--- src/rtl/bcr_pkg.sv ---
// Constants, types and encodings shared by the regulator register block.
// Assumes a single mclk domain; pins are synchronised before use.
// What this block does
// - High-select software enable bit 7, default one
// - High-select bits 6:0 hold voltage code
// - Control bit 7 selects output discharge
// - Control bits 6:4 select rising slew code
// - Reserved control and identity bits read zero
// - Control bit 2 restores defaults, reads zero
// - Mode bit per select level forces PWM
// - First identity: vendor 7:5, die 3:0
// - Second identity: zero nibble, revision nibble
// - Monitor bit 7: enabled and soft-start done
// - Monitor bit 6: input below lockout
// - Monitor bit 5: input above overvoltage
// - Monitor bit 4: rising transition or soft-start
// - Monitor bit 3: falling transition in progress
// - Monitor bit 2: register reset, cleared by read
// - Monitor bit 1: thermal shutdown active
// - Monitor bit 0: converter enable state
// - Select pin picks low or high code
// - Slew code halves rate per step
// - Output on needs enable pin and bit
// - Serial slave at address C0, R/W LSB
package bcr_pkg;
   localparam logic [6:0] SLAVE_ADDR = 7'h60;
   localparam logic [7:0] A_VLOW     = 8'h00;
   localparam logic [7:0] A_VHIGH    = 8'h01;
   localparam logic [7:0] A_CTRL     = 8'h02;
   localparam logic [7:0] A_IDVEN    = 8'h03;
   localparam logic [7:0] A_IDREV    = 8'h04;
   localparam logic [7:0] A_MON      = 8'h05;
   localparam int         B_SWEN     = 7;
   localparam int         B_DIS      = 7;
   localparam int         B_SLEW     = 4;
   localparam int         B_SRST     = 2;
   localparam logic       RST_SWEN   = 1'b1;
   localparam logic       RST_DIS    = 1'b1;
   localparam logic [2:0] RST_SLEW   = 3'h0;
   localparam logic [1:0] RST_MODE   = 2'h2;

   typedef enum logic [3:0] {
      S_IDLE, S_ADDR, S_AACK, S_REG, S_RACK, S_WDATA, S_WACK, S_RDATA, S_RDACK
   } bcr_i2c_e;

   typedef struct packed {
      bcr_i2c_e   st;
      logic       scl_p;
      logic       sda_p;
      logic       full;
      logic       rw;
      logic       oe;
      logic       sda_o;
      logic [2:0] cnt;
      logic [7:0] shf;
      logic [7:0] ptr;
      logic       swen_l;
      logic       swen_h;
      logic [6:0] code_l;
      logic [6:0] code_h;
      logic       dis;
      logic [2:0] slew;
      logic [1:0] mode;
      logic       rst_stat;
      logic       on;
      logic       fpwm;
      logic       dis_o;
      logic [6:0] vcode;
      logic [2:0] slew_o;
   } bcr_top_s;
endpackage

--- src/rtl/bcr_stat_if.sv ---
// Carrier between the register file and the status monitor.
// Assumes both ends run on mclk.
interface bcr_stat_if;
   logic       en;
   logic       sel;
   logic       swen_l;
   logic       swen_h;
   logic [6:0] code_l;
   logic [6:0] code_h;
   logic       input_low_flag;
   logic       input_high_flag;
   logic       ot;
   logic       ss_done;
   logic       at_tgt;
   logic       on;
   logic       regulation_ok;
   logic       pos;
   logic       neg;
   logic [6:0] code_sel;
   logic       f_input_low_flag;
   logic       f_ovp;
   logic       f_ot;
   modport regs (output en, sel, swen_l, swen_h, code_l, code_h, input_low_flag, input_high_flag, ot, ss_done, at_tgt,
                 input on, regulation_ok, pos, neg, code_sel, f_input_low_flag, f_ovp, f_ot);
   modport mon  (input en, sel, swen_l, swen_h, code_l, code_h, input_low_flag, input_high_flag, ot, ss_done, at_tgt,
                 output on, regulation_ok, pos, neg, code_sel, f_input_low_flag, f_ovp, f_ot);
endinterface

--- src/rtl/bcr_regs.sv ---
// Regulator control/status registers behind a serial two-wire slave.
// Assumes scl/sda and analogue flags are asynchronous pins; sda is open drain.
module bcr_regs
   import bcr_pkg::*;
#(
   parameter logic [6:0] CODE_LOW_RST  = 7'h50,
   parameter logic [6:0] CODE_HIGH_RST = 7'h50,
   parameter logic [2:0] VENDOR_CODE   = 3'h2,   // Arbitrary value
   parameter logic [3:0] DIE_CODE      = 4'h5,   // Arbitrary value
   parameter logic [3:0] DIE_REV       = 4'h3    // Arbitrary value
) (
   input  wire logic       mclk,
   input  wire logic       reset_n,
   input  wire logic       scl_pin,
   input  wire logic       sda_in,
   output logic            sda_out,
   output logic            sda_oe,
   input  wire logic       en_pin,
   input  wire logic       select_pin,
   input  wire logic       input_low_flag_in,
   input  wire logic       ovp_in,
   input  wire logic       thermal_in,
   input  wire logic       softstart_done_in,
   input  wire logic       at_target_in,
   output logic            buck_on,
   output logic            fpwm_mode,
   output logic [6:0]      vout_code,
   output logic [2:0]      slew_code,
   output logic            discharge_en
);
   localparam bcr_top_s TOP_RST = '{
      st: S_IDLE, scl_p: 1'b0, sda_p: 1'b0, full: 1'b0, rw: 1'b0, oe: 1'b0, sda_o: 1'b0,
      cnt: 3'h0, shf: 8'h00, ptr: 8'h00, swen_l: RST_SWEN, swen_h: RST_SWEN,
      code_l: CODE_LOW_RST, code_h: CODE_HIGH_RST, dis: RST_DIS, slew: RST_SLEW,
      mode: RST_MODE, rst_stat: 1'b0, on: 1'b0, fpwm: 1'b0, dis_o: RST_DIS,
      vcode: CODE_LOW_RST, slew_o: RST_SLEW};

   bcr_top_s   q;
   bcr_top_s   n;
   logic [8:0] sync_q;
   logic       scl_s;
   logic       sda_s;
   logic       scl_r;
   logic       scl_f;
   logic       start;
   logic       stop;
   logic       wr_ev;
   logic       ld_ev;
   logic [7:0] ld_addr;
   logic [7:0] ctrl_rd;
   logic [7:0] vend_rd;
   logic [7:0] mon_rd;
   bcr_stat_if sif ();

   bcr_sync #(.W(9)) u_sync (
      .mclk    (mclk),
      .reset_n (reset_n),
      .d       ({scl_pin, sda_in, en_pin, select_pin, input_low_flag_in, ovp_in, thermal_in,
                 softstart_done_in, at_target_in}),
      .q       (sync_q)
   );

   bcr_status_mon u_mon (
      .mclk    (mclk),
      .reset_n (reset_n),
      .sif     (sif)
   );

   assign scl_s       = sync_q[8];
   assign sda_s       = sync_q[7];
   assign sif.en      = sync_q[6];
   assign sif.sel     = sync_q[5];
   assign sif.input_low_flag    = sync_q[4];
   assign sif.input_high_flag     = sync_q[3];
   assign sif.ot      = sync_q[2];
   assign sif.ss_done = sync_q[1];
   assign sif.at_tgt  = sync_q[0];
   assign sif.swen_l  = q.swen_l;
   assign sif.swen_h  = q.swen_h;
   assign sif.code_l  = q.code_l;
   assign sif.code_h  = q.code_h;

   // Bus events from synchronised pins
   assign scl_r = scl_s & ~q.scl_p;
   assign scl_f = ~scl_s & q.scl_p;
   assign start = scl_s & q.scl_p & q.sda_p & ~sda_s;
   assign stop  = scl_s & q.scl_p & ~q.sda_p & sda_s;
   assign wr_ev = scl_f & q.full & (q.st == S_WDATA);
   assign ld_ev = scl_f & ((q.st == S_AACK & q.rw) | (q.st == S_RDACK & ~q.full));
   assign ld_addr = (q.st == S_RDACK) ? q.ptr + 8'h01 : q.ptr;

   // Read value of a register
   function automatic logic [7:0] rd_byte(input logic [7:0] a);
      logic [7:0] v;
      v = 8'h00;
      case (a)
         A_VLOW:  v = {q.swen_l, q.code_l};
         A_VHIGH: v = {q.swen_h, q.code_h};
         A_CTRL:  v = {q.dis, q.slew, 1'b0, 1'b0, q.mode};
         A_IDVEN: v = {VENDOR_CODE, 1'b0, DIE_CODE};
         A_IDREV: v = {4'h0, DIE_REV};
         A_MON:   v = {sif.regulation_ok, sif.f_input_low_flag, sif.f_ovp, sif.pos, sif.neg,
                       q.rst_stat, sif.f_ot, sif.on};
         default: v = 8'h00;
      endcase
      return v;
   endfunction

   // Register views seen by the checks
   always_comb
   begin
      ctrl_rd = rd_byte(A_CTRL);
      vend_rd = rd_byte(A_IDVEN);
      mon_rd  = rd_byte(A_MON);
   end

   always_comb
   begin
      n        = q;
      n.scl_p  = scl_s;
      n.sda_p  = sda_s;
      n.on     = sif.on;
      n.fpwm   = sif.sel ? q.mode[1] : q.mode[0];
      n.vcode  = sif.code_sel;
      n.slew_o = q.slew;
      n.dis_o  = q.dis;
      if (scl_r)
      begin
         if (q.st == S_ADDR || q.st == S_REG || q.st == S_WDATA || q.st == S_RDATA)
         begin
            if (q.st != S_RDATA)
               n.shf = {q.shf[6:0], sda_s};
            n.cnt  = q.cnt + 3'h1;
            n.full = (q.cnt == 3'h7);
         end
         else if (q.st == S_RDACK)
            n.full = sda_s;
      end
      if (scl_f)
      begin
         case (q.st)
            S_ADDR:
            begin
               if (q.full)
               begin
                  n.full = 1'b0;
                  if (q.shf[7:1] == SLAVE_ADDR)
                  begin
                     n.rw = q.shf[0];
                     n.st = S_AACK;
                     n.oe = 1'b1;
                  end
                  else
                     n.st = S_IDLE;
               end
            end
            S_AACK:
            begin
               n.cnt = 3'h0;
               if (q.rw)
               begin
                  n.st  = S_RDATA;
                  n.shf = rd_byte(ld_addr);
                  n.oe  = ~n.shf[7];
               end
               else
               begin
                  n.st = S_REG;
                  n.oe = 1'b0;
               end
            end
            S_REG:
            begin
               if (q.full)
               begin
                  n.full = 1'b0;
                  n.ptr  = q.shf;
                  n.st   = S_RACK;
                  n.oe   = 1'b1;
               end
            end
            S_RACK, S_WACK:
            begin
               n.st = S_WDATA;
               n.oe = 1'b0;
            end
            S_WDATA:
            begin
               if (q.full)
               begin
                  n.full = 1'b0;
                  n.ptr  = q.ptr + 8'h01;
                  n.st   = S_WACK;
                  n.oe   = 1'b1;
                  case (q.ptr)
                     A_VLOW:
                     begin
                        n.swen_l = q.shf[B_SWEN];
                        n.code_l = q.shf[6:0];
                     end
                     A_VHIGH:
                     begin
                        n.swen_h = q.shf[B_SWEN];
                        n.code_h = q.shf[6:0];
                     end
                     A_CTRL:
                     begin
                        if (q.shf[B_SRST])
                        begin
                           n.swen_l   = RST_SWEN;
                           n.swen_h   = RST_SWEN;
                           n.code_l   = CODE_LOW_RST;
                           n.code_h   = CODE_HIGH_RST;
                           n.dis      = RST_DIS;
                           n.slew     = RST_SLEW;
                           n.mode     = RST_MODE;
                           n.rst_stat = 1'b1;
                        end
                        else
                        begin
                           n.dis  = q.shf[B_DIS];
                           n.slew = q.shf[B_SLEW +: 3];
                           n.mode = q.shf[1:0];
                        end
                     end
                     default: n.ptr = q.ptr + 8'h01;
                  endcase
               end
            end
            S_RDATA:
            begin
               if (q.full)
               begin
                  n.full = 1'b0;
                  n.st   = S_RDACK;
                  n.oe   = 1'b0;
               end
               else
               begin
                  n.shf = {q.shf[6:0], 1'b0};
                  n.oe  = ~q.shf[6];
               end
            end
            S_RDACK:
            begin
               if (q.full)
               begin
                  n.full = 1'b0;
                  n.st   = S_IDLE;
               end
               else
               begin
                  n.ptr = ld_addr;
                  n.cnt = 3'h0;
                  n.st  = S_RDATA;
                  n.shf = rd_byte(ld_addr);
                  n.oe  = ~n.shf[7];
               end
            end
            default: n.st = q.st;
         endcase
      end
      if (ld_ev && ld_addr == A_MON && !wr_ev)
         n.rst_stat = 1'b0;
      if (start)
      begin
         n.st   = S_ADDR;
         n.cnt  = 3'h0;
         n.full = 1'b0;
         n.oe   = 1'b0;
      end
      else if (stop)
      begin
         n.st = S_IDLE;
         n.oe = 1'b0;
      end
   end

   always_ff @(posedge mclk or negedge reset_n)
   begin
      if (!reset_n)
         q <= TOP_RST;
      else
         q <= n;
   end

   assign sda_out      = q.sda_o;
   assign sda_oe       = q.oe;
   assign buck_on      = q.on;
   assign fpwm_mode    = q.fpwm;
   assign vout_code    = q.vcode;
   assign slew_code    = q.slew_o;
   assign discharge_en = q.dis_o;
endmodule

--- src/rtl/bcr_status_mon.sv ---
// Live status: converter enable, power good, transition direction.
// Assumes all interface inputs are already synchronous to mclk.
module bcr_status_mon (
   input  wire logic mclk,
   input  wire logic reset_n,
   bcr_stat_if.mon   sif
);
   typedef struct packed {
      logic       on;
      logic       up;
      logic       dn;
      logic [6:0] code;
      logic       regulation_ok;
      logic       pos;
      logic       neg;
      logic       input_low_flag;
      logic       input_high_flag;
      logic       ot;
   } bcr_mon_s;
   bcr_mon_s m_q;
   bcr_mon_s m_d;
   logic     on_n;
   logic [6:0] code_n;

   always_comb
   begin
      on_n   = sif.en & (sif.sel ? sif.swen_h : sif.swen_l);
      code_n = sif.sel ? sif.code_h : sif.code_l;
      m_d      = m_q;
      m_d.on   = on_n;
      m_d.code = code_n;
      if (!on_n)
      begin
         m_d.up = 1'b0;
         m_d.dn = 1'b0;
      end
      else if (code_n > m_q.code)
      begin
         m_d.up = 1'b1;
         m_d.dn = 1'b0;
      end
      else if (code_n < m_q.code)
      begin
         m_d.up = 1'b0;
         m_d.dn = 1'b1;
      end
      else if (sif.at_tgt)
      begin
         m_d.up = 1'b0;
         m_d.dn = 1'b0;
      end
      m_d.regulation_ok = on_n & sif.ss_done;
      m_d.pos   = on_n & (~sif.ss_done | m_d.up);
      m_d.neg   = on_n & m_d.dn;
      m_d.input_low_flag  = sif.input_low_flag;
      m_d.input_high_flag   = sif.input_high_flag;
      m_d.ot    = sif.ot;
   end

   always_ff @(posedge mclk or negedge reset_n)
   begin
      if (!reset_n)
         m_q <= '0;
      else
         m_q <= m_d;
   end

   assign sif.on       = m_q.on;
   assign sif.regulation_ok    = m_q.regulation_ok;
   assign sif.pos      = m_q.pos;
   assign sif.neg      = m_q.neg;
   assign sif.code_sel = m_q.code;
   assign sif.f_input_low_flag   = m_q.input_low_flag;
   assign sif.f_ovp    = m_q.input_high_flag;
   assign sif.f_ot     = m_q.ot;
endmodule

--- src/rtl/bcr_sync.sv ---
// Two-stage synchroniser for a bus of asynchronous levels.
// Assumes inputs may change at any time relative to mclk.
module bcr_sync #(
   parameter int W = 1
) (
   input  wire logic         mclk,
   input  wire logic         reset_n,
   input  wire logic [W-1:0] d,
   output logic      [W-1:0] q
);
   typedef struct packed {
      logic [W-1:0] s1;
      logic [W-1:0] s2;
   } bcr_sync_s;
   bcr_sync_s r_q;
   bcr_sync_s r_d;

   always_comb
   begin
      r_d.s1 = d;
      r_d.s2 = r_q.s1;
   end

   always_ff @(posedge mclk or negedge reset_n)
   begin
      if (!reset_n)
         r_q <= '0;
      else
         r_q <= r_d;
   end

   assign q = r_q.s2;
endmodule
--- config.mk ---
export PLATFORM = sky130hd
export DESIGN_NAME = bcr_regs
export DESIGN_NICKNAME = d
export VERILOG_FILES = /design/src/rtl/bcr_pkg.sv /design/src/rtl/bcr_stat_if.sv /design/src/rtl/bcr_regs.sv /design/src/rtl/bcr_status_mon.sv /design/src/rtl/bcr_sync.sv
export SDC_FILE = /design/constraint.sdc
export NUM_CORES = 1
export LEC_CHECK = 0
export BUFFER_PORTS_ARGS = -buffer_cell sky130_fd_sc_hd__buf_2
export CORE_UTILIZATION = 25
export DETAILED_ROUTE_END_ITERATION = 6
export PLACE_DENSITY = 0.36
export RECOVER_POWER = 100
export SYNTH_ARGS = -nofsm -noshare
export SYNTH_HDL_FRONTEND = slang
export SYNTH_SLANG_ARGS = --single-unit
--- constraint.sdc ---
create_clock -name mclk -period 5.9 [get_ports mclk]
set_clock_uncertainty 0.15 [all_clocks]
set_input_delay 0 -clock mclk [delete_from_list [all_inputs] [get_ports mclk]]
set_output_delay 0 -clock mclk [all_outputs]
set_load 0.02 [all_outputs]
==> impl_metrics.ini, run 1 <==
[status]
status = complete, but fails checks
violations = max-capacitance violations, max-slew violations

[layout]
multi_input_area_sq_um = 2281
diodes = 0
final-seq-area_sq_um = 2441
nets = 543
nFillCells = 2136
syn_to_final_growth_pct = 12.49
design_area_sq_um = 5690
final_core_util_pct = 28.95
drive_above_1_share_pct = 11.45

[timing]
period_share_pct = 66.67
final-setup-viol-count = 0
slew_headroom_pct = -33.18
fin_tns_setup_ns = 0
fin_crit_ns = 3.934
drv_slew = 80
hold_viol = 0
worstMarginPinSlew_ns = 1.998
rsz0062_at_grt = false
worst_slack_ns = 1.966
clock.fmax_mhz = 254.2

[pwr]
power.density_nw_per_um2 = 246.6
p_clk_share_pct = 42.3
leakagePower_uw = 0.002381
sw_frac_of_total_pct = 26.70
internal-power_uw = 1028
power_frac_comb_pct = 6.4
p_total_uw = 1403
power_frac_seq_pct = 51.2
vdd_drop_max_uv = 133.1
p_sw_uw = 374.6

[grt]
grt_pass1_vias = 3858
gr-total-overflow = 0
grt_use_total_pct = 14.88
antenna_found_initial = 0
grt_start_max_net_pins = 80
grt_pass1_wl_mm = 22.85

[synthesis]
synth_top_family_by_area = compound AO/OA/AOI/OAI gates
synth_cell_types = 65
yosysSeqAreaShare_pct = 48.26
synth-async-reset-ratio_pct = 100.0
synth_xor_area_share_pct = 1.558
ys.flop_type = dfrtp_1
synth_edf_count = 0
synth_cells = 506
syn_avg_cell_area_sq_um = 9.997
synthSimpleGateAreaFrac_pct = 15.61
synthMuxAreaShare_pct = 6.827
ys_warn_count = 0
synth_nets = 530
synth_compound_area_share_pct = 18.20
synth-seq-cells = 97
synth_fa_ha_area_share_pct = 3.215
synth_area_sq_um = 5059

[worst_hold_path]
worstHoldEndpoint = u_sync.r_d[0]
hp-start = at_target_in
min_path_type = in -> reg
min_path_cells = 2

[die]
start_util_pct = 25.74
die_w_microns = 144.2
die_area_sq_um = 20810
rows = 51
ioPinCount = 26
core_sq_um = 19650
die_height_microns = 144.2

[critical_path]
max_stage_delay_ns = 0.87
slowest_stage = mux2i_1
setup.worst_path.class = reg -> reg
required_ns = 6.01
worst_ep_arrival_time_ns = 4.05
start_kind = flip-flop
path_cells = nor4b_1, clkbuf_1, mux2i_1, nand2_1, nor3_1, a221oi_1, o21ai_0
critical_path_buf_inv_count = 1
r2r-start = q[64]
end_kind = flip-flop
critPathMaxFanout = 24
regToRegSetupSlack_ns = 1.97
timing.rr.end = q[44]
r2r_cells = 7
critical-path-top-delay-family = simple AND/OR/NAND/NOR gates

[clock_tree]
post_cts_buffers = 0
root_buffer = clkbuf_16
cts_tree = done
htree_levels = 3
clk_latency_ns = 0.36
cts_buffer_depth = 2
cts_buffers = 9
clock-sinks = 97
path_clk_slew_ns = 0.08

[place]
place_ws_ns = 2.572
port_buffers = 24
placed_cell_area_sq_um = 5316
gp_congestion = 0.8471
detailed_place_hpwl_mm = 9.917

[routing]
drt-wirelength-per-cell_microns = 17.84
vias = 3872
drc = 0
routed_wl_mm = 14.07
drtIter0Drc = 290
ant_nets = 0
via_per_inst = 4.907
dr.pass1.iters = 5

[flow_run]
maxCapViolCount = 1
-- timing repair --
| action | CTS | global route |
|---|---|---|
| endpoints found under the hold margin | 27 | 0 |
| resized for setup | 0 | 0 |
| hold buffers | 12 | 0 |
-- per-layer routing --
| layer | track usage [%] | up-vias | routed length (microns) |
|---|---|---|---|
| met1 | 21.29 | 1932 | 6992 |
| li1 | - | 1842 | - |
| met4 | 5.873 | 0 | 263 |
| met3 | 2.053 | 17 | 536 |
| met2 | 22.53 | 81 | 6281 |
| met5 | 0 | - | 0 |
-- worst reg2reg max path, stage by stage (launching register included) --
cell and delay [ns]:
dfrtp_1 0.79, nor4b_1 0.31, clkbuf_1 0.72, mux2i_1 0.88, nand2_1 0.17, nor3_1 0.46, a221oi_1 0.17, o21ai_0 0.19
-- sequential cells by signal (all words and copies together) (netlist names), 2 cells and up --
| signal | count |
|---|---|
| u_mon.sif.code_sel | 7 |
| slew_code | 3 |
| u_sync.r_d | 9 |
| u_mon.m_q | 2 |
| u_sync.q | 9 |
| vout_code | 7 |
| q | 27 |
| ctrl_rd | 6 |
| sif.code_h | 7 |
| sif.code_l | 7 |
-- worst max path at each step --
stage	startpoint	end	slack (ns)	cells past startpoint
after CTS	q[64]	q[44]	2.53	7
after detailed placement	q[64]	q[44]	2.57	7
final	q[64]	q[44]	1.97	7
after global placement	q[64]	q[49]	2.59	7
after global routing	q[64]	q[48]	1.52	7
after floorplan	q[37]	q[44]	3.22	9
-- layout make-up --
type	instances	area share (%)
multi-input cells	345	40.08
flip-flops and latches	97	42.90
clock buffers	10	4.200
inverters	28	1.847
clock inverters	6	1.099
well taps	265	5.827
repair buffers	38	4.046
-- synth_stat cells (3+ instances only) --
master	n	share of area, %
mux2i_1	12	2.4
buf_6	4	0.89
a311oi_1	3	0.52
nand3_1	9	0.89
and3_1	5	0.62
nand3b_1	5	0.74
nor2b_1	9	1.1
mux2_2	20	4.5
a22oi_1	10	1.5
a21oi_1	31	3.1
buf_4	11	1.6
buf_2	4	0.40
a32oi_1	6	1.0
o22ai_1	7	0.87
nor3_1	12	1.2
dfstp_2	11	5.7
nand2b_1	6	0.74
o21ai_1	7	0.69
a31oi_1	9	1.1
ha_1	13	3.2
o21ai_0	32	3.2
clkbuf_1	16	1.2
and4_1	3	0.52
dfrtp_1	86	43
nor4_1	6	0.74
nor2_1	36	2.7
a211oi_1	5	0.74
nand4_1	3	0.37
inv_1	27	2.0
nand2_1	41	3.0
a21o_1	6	0.89
xnor2_1	7	1.2
-- metrics by stage --
step	std cells	hold WS [ns]
floorplan	506	-0.4456
global placement	761	-0.2363
detailed placement	761	-0.2344
CTS	789	0.1127
global route	789	0.1232
finish	789	0.1289
-- logic make-up (layout without fill, tap and decap cells) --
logic type | after synthesis | after routing
xor+xnor | 9 | 9
buf+inv | 64 | 82
simple gates | 149 | 149
fa+ha+maj | 13 | 13
flops | 97 | 97
compound gates | 141 | 141
mux | 32 | 32
other cells | 1 | 1
-- cell usage in the layout, fill, tap and decap left out, drive strengths merged, types with 9 or more instances in the layout --
cell          n
nor2b         9
a22oi        10
nand3         9
ha           13
mux2         20
dlygate4sd3  12
nor3         12
dfrtp        86
clkbuf       27
o21ai        39
mux2i        12
buf           9
a31oi        10
a21oi        33
dfstp        11
nor2         39
inv          28
nand2        41
-- power by group through the flow --
stage | clock (uW) | sequential, uW | combinational, uW
after floorplan | 0 | 711 | 60.3
after global placement | 0 | 730 | 85.1
after detailed placement | 0 | 731 | 86.7
after CTS | 619 | 718 | 93.1
after global routing | 652 | 722 | 102
final | 594 | 719 | 90.1
No activity file was read; power rests on OpenSTA's default activity.
==> run 2, diff against run 1 <==
Settings changed: PLACE_DENSITY 0.36 to 0.38.
Clock period 5.9 ns to 3.6 ns, I/O delays scaled along.
==> run 2 against run 1 <==
Compared with the run above: the flow still finishes with violations (max-capacitance violations, max-slew violations); fmax grew 31%; flip-flop and latch count is the same; worst setup slack lost 1.4 ns; wire length shrank 0.64%; power grew 64%; critical path type unchanged.
==> impl_metrics.ini, run 2 (synthesis gave the netlist of run 1 again) <==
[critical_path]
regToRegSetupSlack_ns = 0.60
critPathMaxFanout = 16
r2r_cells = 8
crit_path_frequent_cell = buf_4
setup.worst_path.class = reg -> reg
end_kind = flip-flop
critical_path_buf_inv_count = 2
critical-path-top-delay-family = compound AO/OA/AOI/OAI gates
worst_ep_arrival_time_ns = 3.06
start_kind = flip-flop
path_cells = buf_4, nor4b_4, buf_4, nand2_1, a211oi_1, nor2_1, a221oi_1, o21ai_0
timing.rr.end = q[44]
r2r-start = q[62]
max_stage_delay_ns = 0.68
slowest_stage = a211oi_1
required_ns = 3.67

[die]
die_w_microns = 144.2
core_sq_um = 19650
die_area_sq_um = 20810
start_util_pct = 25.74
ioPinCount = 26
rows = 51
die_height_microns = 144.2

[clock_tree]
path_clk_slew_ns = 0.07
cts_buffers = 9
htree_levels = 3
root_buffer = clkbuf_16
cts_tree = done
clock-sinks = 97
cts_buffer_depth = 2
postCtsResizedCells = 0
clk_latency_ns = 0.35
holdBufCountCts = 10
post_cts_buffers = 0

[routing]
routed_wl_mm = 13.98
ant_nets = 0
via_per_inst = 4.930
drc = 0
vias = 3929
drtIter0Drc = 392
dr.pass1.iters = 5
drt-wirelength-per-cell_microns = 17.54

[pwr]
p_clk_share_pct = 42.5
vdd_drop_max_uv = 196.0
p_total_uw = 2298
sw_frac_of_total_pct = 25.41
power_frac_seq_pct = 51.0
power.density_nw_per_um2 = 399.7
internal-power_uw = 1714
p_sw_uw = 584.0
leakagePower_uw = 0.002418
power_frac_comb_pct = 6.5

[layout]
largest_reg_flops = 27
syn_to_final_growth_pct = 13.65
drive_above_1_share_pct = 12.59
design_area_sq_um = 5749
diodes = 0
final_cell_mix = dfrtp_1, nand2_1, o21ai_0, nor2_1, a21oi_1
regMostFlops = q
instances_no_fill = 797
final_core_util_pct = 29.25
final_common_cell = dfrtp_1
nets = 551

[place]
placed_cell_area_sq_um = 5391
gp_congestion = 0.8749
dpl.cell_count = 771
port_buffers = 24
detailed_place_hpwl_mm = 9.826

[grt]
antenna_found_initial = 0
grt_pass1_vias = 3895
grt_start_max_net_pins = 46
grt_pass1_wl_mm = 22.68
gr-total-overflow = 0
grt_use_total_pct = 14.68

[status]
violations = max-capacitance violations, max-slew violations
status = complete, but fails checks

[timing]
drv_slew = 29
slew_headroom_pct = -1.537
clock.fmax_mhz = 333.7
hold_viol = 0
fin_crit_ns = 2.997
fin_tns_setup_ns = 0
rsz0062_at_grt = false
period_share_pct = 83.24
worstMarginPinSlew_ns = 1.523
final-setup-viol-count = 0

[flow_run]
maxCapViolCount = 1

[worst_hold_path]
min_path_type = in -> async
[run 2: cell type report]
type                    instances  area [sq um]
inverters                      28         105.1
flip-flops and latches         97          2441
repair buffers                 46         276.5
clock buffers                  12         266.5
clock inverters                 4         32.53
well taps                     265         331.6
multi-input cells             345          2296
fillers                      2109         13900
[run 2: power groups by stage]
stage | clock (uW) | combinational, uW | sequential (uW)
floorplan | 0 | 98.9 | 1170
global placement | 0 | 143 | 1190
detailed placement | 0 | 146 | 1190
CTS | 1010 | 154 | 1170
global route | 1050 | 172 | 1180
finish | 977 | 149 | 1170
[run 2: worst max-delay path by stage]
stage / startpoint / to / depth (start not counted)
after floorplan: q[37] / q[44] / 9
after global placement: q[37] / q[44] / 8
after detailed placement: q[37] / q[44] / 8
after CTS: q[37] / q[44] / 8
after global routing: q[62] / q[44] / 8
final: q[62] / q[44] / 8
[run 2: routing by layer]
| metal | global-route usage (%) | vias to the layer above | wire length [microns] |
|---|---|---|---|
| li1 | - | 1857 | - |
| met1 | 21.14 | 1958 | 6871 |
| met2 | 21.56 | 98 | 6316 |
| met3 | 2.351 | 16 | 573 |
| met4 | 6.316 | 0 | 221 |
| met5 | 0 | - | 0 |
[run 2: metrics by stage]
| stage | setup slack, ns | hold slack [ns] |
|---|---|---|
| 2_1_floorplan | 0.9192 | -0.4456 |
| 3_3_place_gp | 0.8725 | -0.07863 |
| 3_5_place_dp | 0.8342 | -0.06872 |
| 4_1_cts | 0.8341 | 0.09893 |
| 5_1_grt | 0.2825 | 0.1273 |
| 6_report | 0.6032 | 0.07367 |
==> run 3, diff against run 2 <==
Settings changed: ABC_AREA set to 1, PLACE_DENSITY 0.38 to 0.36.
Clock period 3.6 ns to 3 ns, I/O delays scaled along.
==> run 3 against run 2 <==
Compared with the run above: the flow now finishes without violations; hold slack improved by 0.058 ns; non-clock buffer count decreased by 6; power increased by 28%; first-iteration DRC count decreased by 31%; critical path type unchanged; critical endpoint is now sda_oe; highest routed layer unchanged.
==> impl_metrics.ini, run 3 <==
[timing]
drv_slew = 0
fin_tns_setup_ns = 0
period_share_pct = 86.89
rsz0062_at_grt = false
worstMarginPinSlew_ns = 1.350
hold_viol = 0
final-setup-viol-count = 0
slew_headroom_pct = 9.983
fin_crit_ns = 2.607
clock.fmax_mhz = 383.6

[routing]
drc = 0
drt-wirelength-per-cell_microns = 15.13
vias = 3918
drtIter0Drc = 271
via_per_inst = 4.488
routed_wl_mm = 13.21
dr.pass1.iters = 5
ant_nets = 0

[grt]
grt_pass1_vias = 3975
grt_use_total_pct = 14.15
met3_usage_pct = 3.600
busiest_layer = met2
antenna_found_initial = 0
grtUsageMet1_pct = 18.18
grt_start_max_net_pins = 98
gr-total-overflow = 0
met2_usage_pct = 23.07
grt_pass1_wl_mm = 21.46

[synthesis]
yosys.area.top_type = dfrtp_1
synth.area.top_cells = dfrtp_1, nand2_1, dfstp_2, o21ai_0, inv_1
syn_avg_cell_area_sq_um = 8.469
synth-seq-cells = 97
synth_cells = 579
ys_top_cells_by_count = nand2_1, dfrtp_1, inv_1
synth_area_sq_um = 4903
synth.top_cell.area_share_pct = 43.89
yosysSeqAreaShare_pct = 49.78
synth_edf_count = 0
synth-async-reset-ratio_pct = 100.0
ys.flop_type = dfrtp_1
ys_warn_count = 0
synth_nets = 603
synth_cell_types = 46
synth.most_common_cell = nand2_1

[clock_tree]
cts_buffer_depth = 2
htree_levels = 3
root_buffer = clkbuf_16
cts_buffers = 9
clk_latency_ns = 0.35
post_cts_buffers = 0
cts_tree = done
path_clk_slew_ns = 0.07
clock-sinks = 97

[critical_path]
r2r-start = q[61]
regToRegSetupSlack_ns = 0.39
start_kind = flip-flop
critPathMaxFanout = 7
required_ns = 3.09
end_kind = flip-flop
setup.worst_path.class = reg -> reg
critPathLaunch = q[61]
worst_ep_arrival_time_ns = 2.70

[die]
ioPinCount = 26
core_sq_um = 18960
die_height_microns = 142.1
die_w_microns = 142.1
die_area_sq_um = 20180
rows = 50
start_util_pct = 25.87

[layout]
final_core_util_pct = 29.41
drive_above_1_share_pct = 11.75
regMostFlops = q
final_cell_mix = nand2_1, dfrtp_1, inv_1, o21ai_0, nor2_1
final_common_cell = nand2_1
largest_reg_flops = 27
nets = 632
syn_to_final_growth_pct = 13.68
diodes = 0

[worst_hold_path]
min_path_type = in -> reg
hp-start = en_pin

[status]
status = complete, no violations

[flow_run]
maxCapViolCount = 0

[place]
gp_congestion = 0.8556
detailed_place_hpwl_mm = 9.872
port_buffers = 24

[pwr]
p_total_uw = 2942
power.density_nw_per_um2 = 527.8
leakagePower_uw = 0.002464
vdd_drop_max_uv = 256.9
==> run 3: changes by cell type after synthesis, sizes merged, moves of 16 or more <==
cell   before  now
nand2      41  151
o21ai      39   75
a21oi      33   15
inv        27   71
nand3       9   25
mux2       20    1
==> run 3: critical path: stages (launching register included) <==
cell and delay [ns]:
dfrtp_1 0.47, inv_2 0.12, nand2_1 0.05, nor2_1 0.41
nand3_1 0.13, nand2_1 0.16, nand2_1 0.12, nor2_1 0.20
nand3_1 0.11, nand2_1 0.17, nor2_2 0.07, o21ai_0 0.09
nand3_1 0.13, nand2_1 0.08, nand2_1 0.05
==> run 3: logic make-up after synthesis <==
kind of cell,synth area share (%)
adders and majority gates,3.317
xor gates and xnor gates,0.1786
and+or+nand+nor,22.53
DFF,49.78
other,0.07648
buffers and inverters,8.905
AOI/OAI and AO/OA,14.77
muxes,0.4338
==> run 3: worst paths after layout <==
kind,depth (start not counted),to
hold reg to reg,0,u_mon.sif.f_ot
max in group asynchronous,3,q[51]
setup reg to reg,14,sda_oe
min in group asynchronous,3,vout_code[2]
hold / removal,2,u_sync.r_d[6]
setup / recovery,14,sda_oe
==> run 3: timing repair <==
action | CTS | global route
hold buffers | 10 | 0
resized for setup | 0 | 0
endpoints found under the hold margin | 106 | 0
==> run 3: metal layers <==
layer  vias up  wire length [microns]
li1       1941                      -
met1      1877                   6176
met2        82                   6243
met3        18                    504
met5         -                      0
met4         0                    288
==> run 3: through the flow <==
stage	instances	hold WS (ns)	instance area [sq um]	setup WS [ns]
finish	873	0.1320	5574	0.3934
global route	873	0.1274	5574	0.1023
CTS	873	0.1204	5630	0.4215
detailed placement	847	-0.04067	5241	0.4423
global placement	847	-0.04226	5241	0.4426
floorplan	579	-0.4456	4903	1.017
==> run 3: layout make-up <==
class	count	area, sq um
inverter	71	269.0
clock inverter	6	50.05
timing repair buffer	40	242.7
multi-input combinational	389	2007
tap	260	325.3
fill	2090	13380
sequential	97	2441
clock buffer	10	239.0
==> run 3: where the power goes <==
part	leakage [uW]	internal (uW)	switching, uW
clock	0.000141	597	542
sequential	0.00125	1380	77.5
combinational	0.00108	111	235
total	0.00246	2090	855
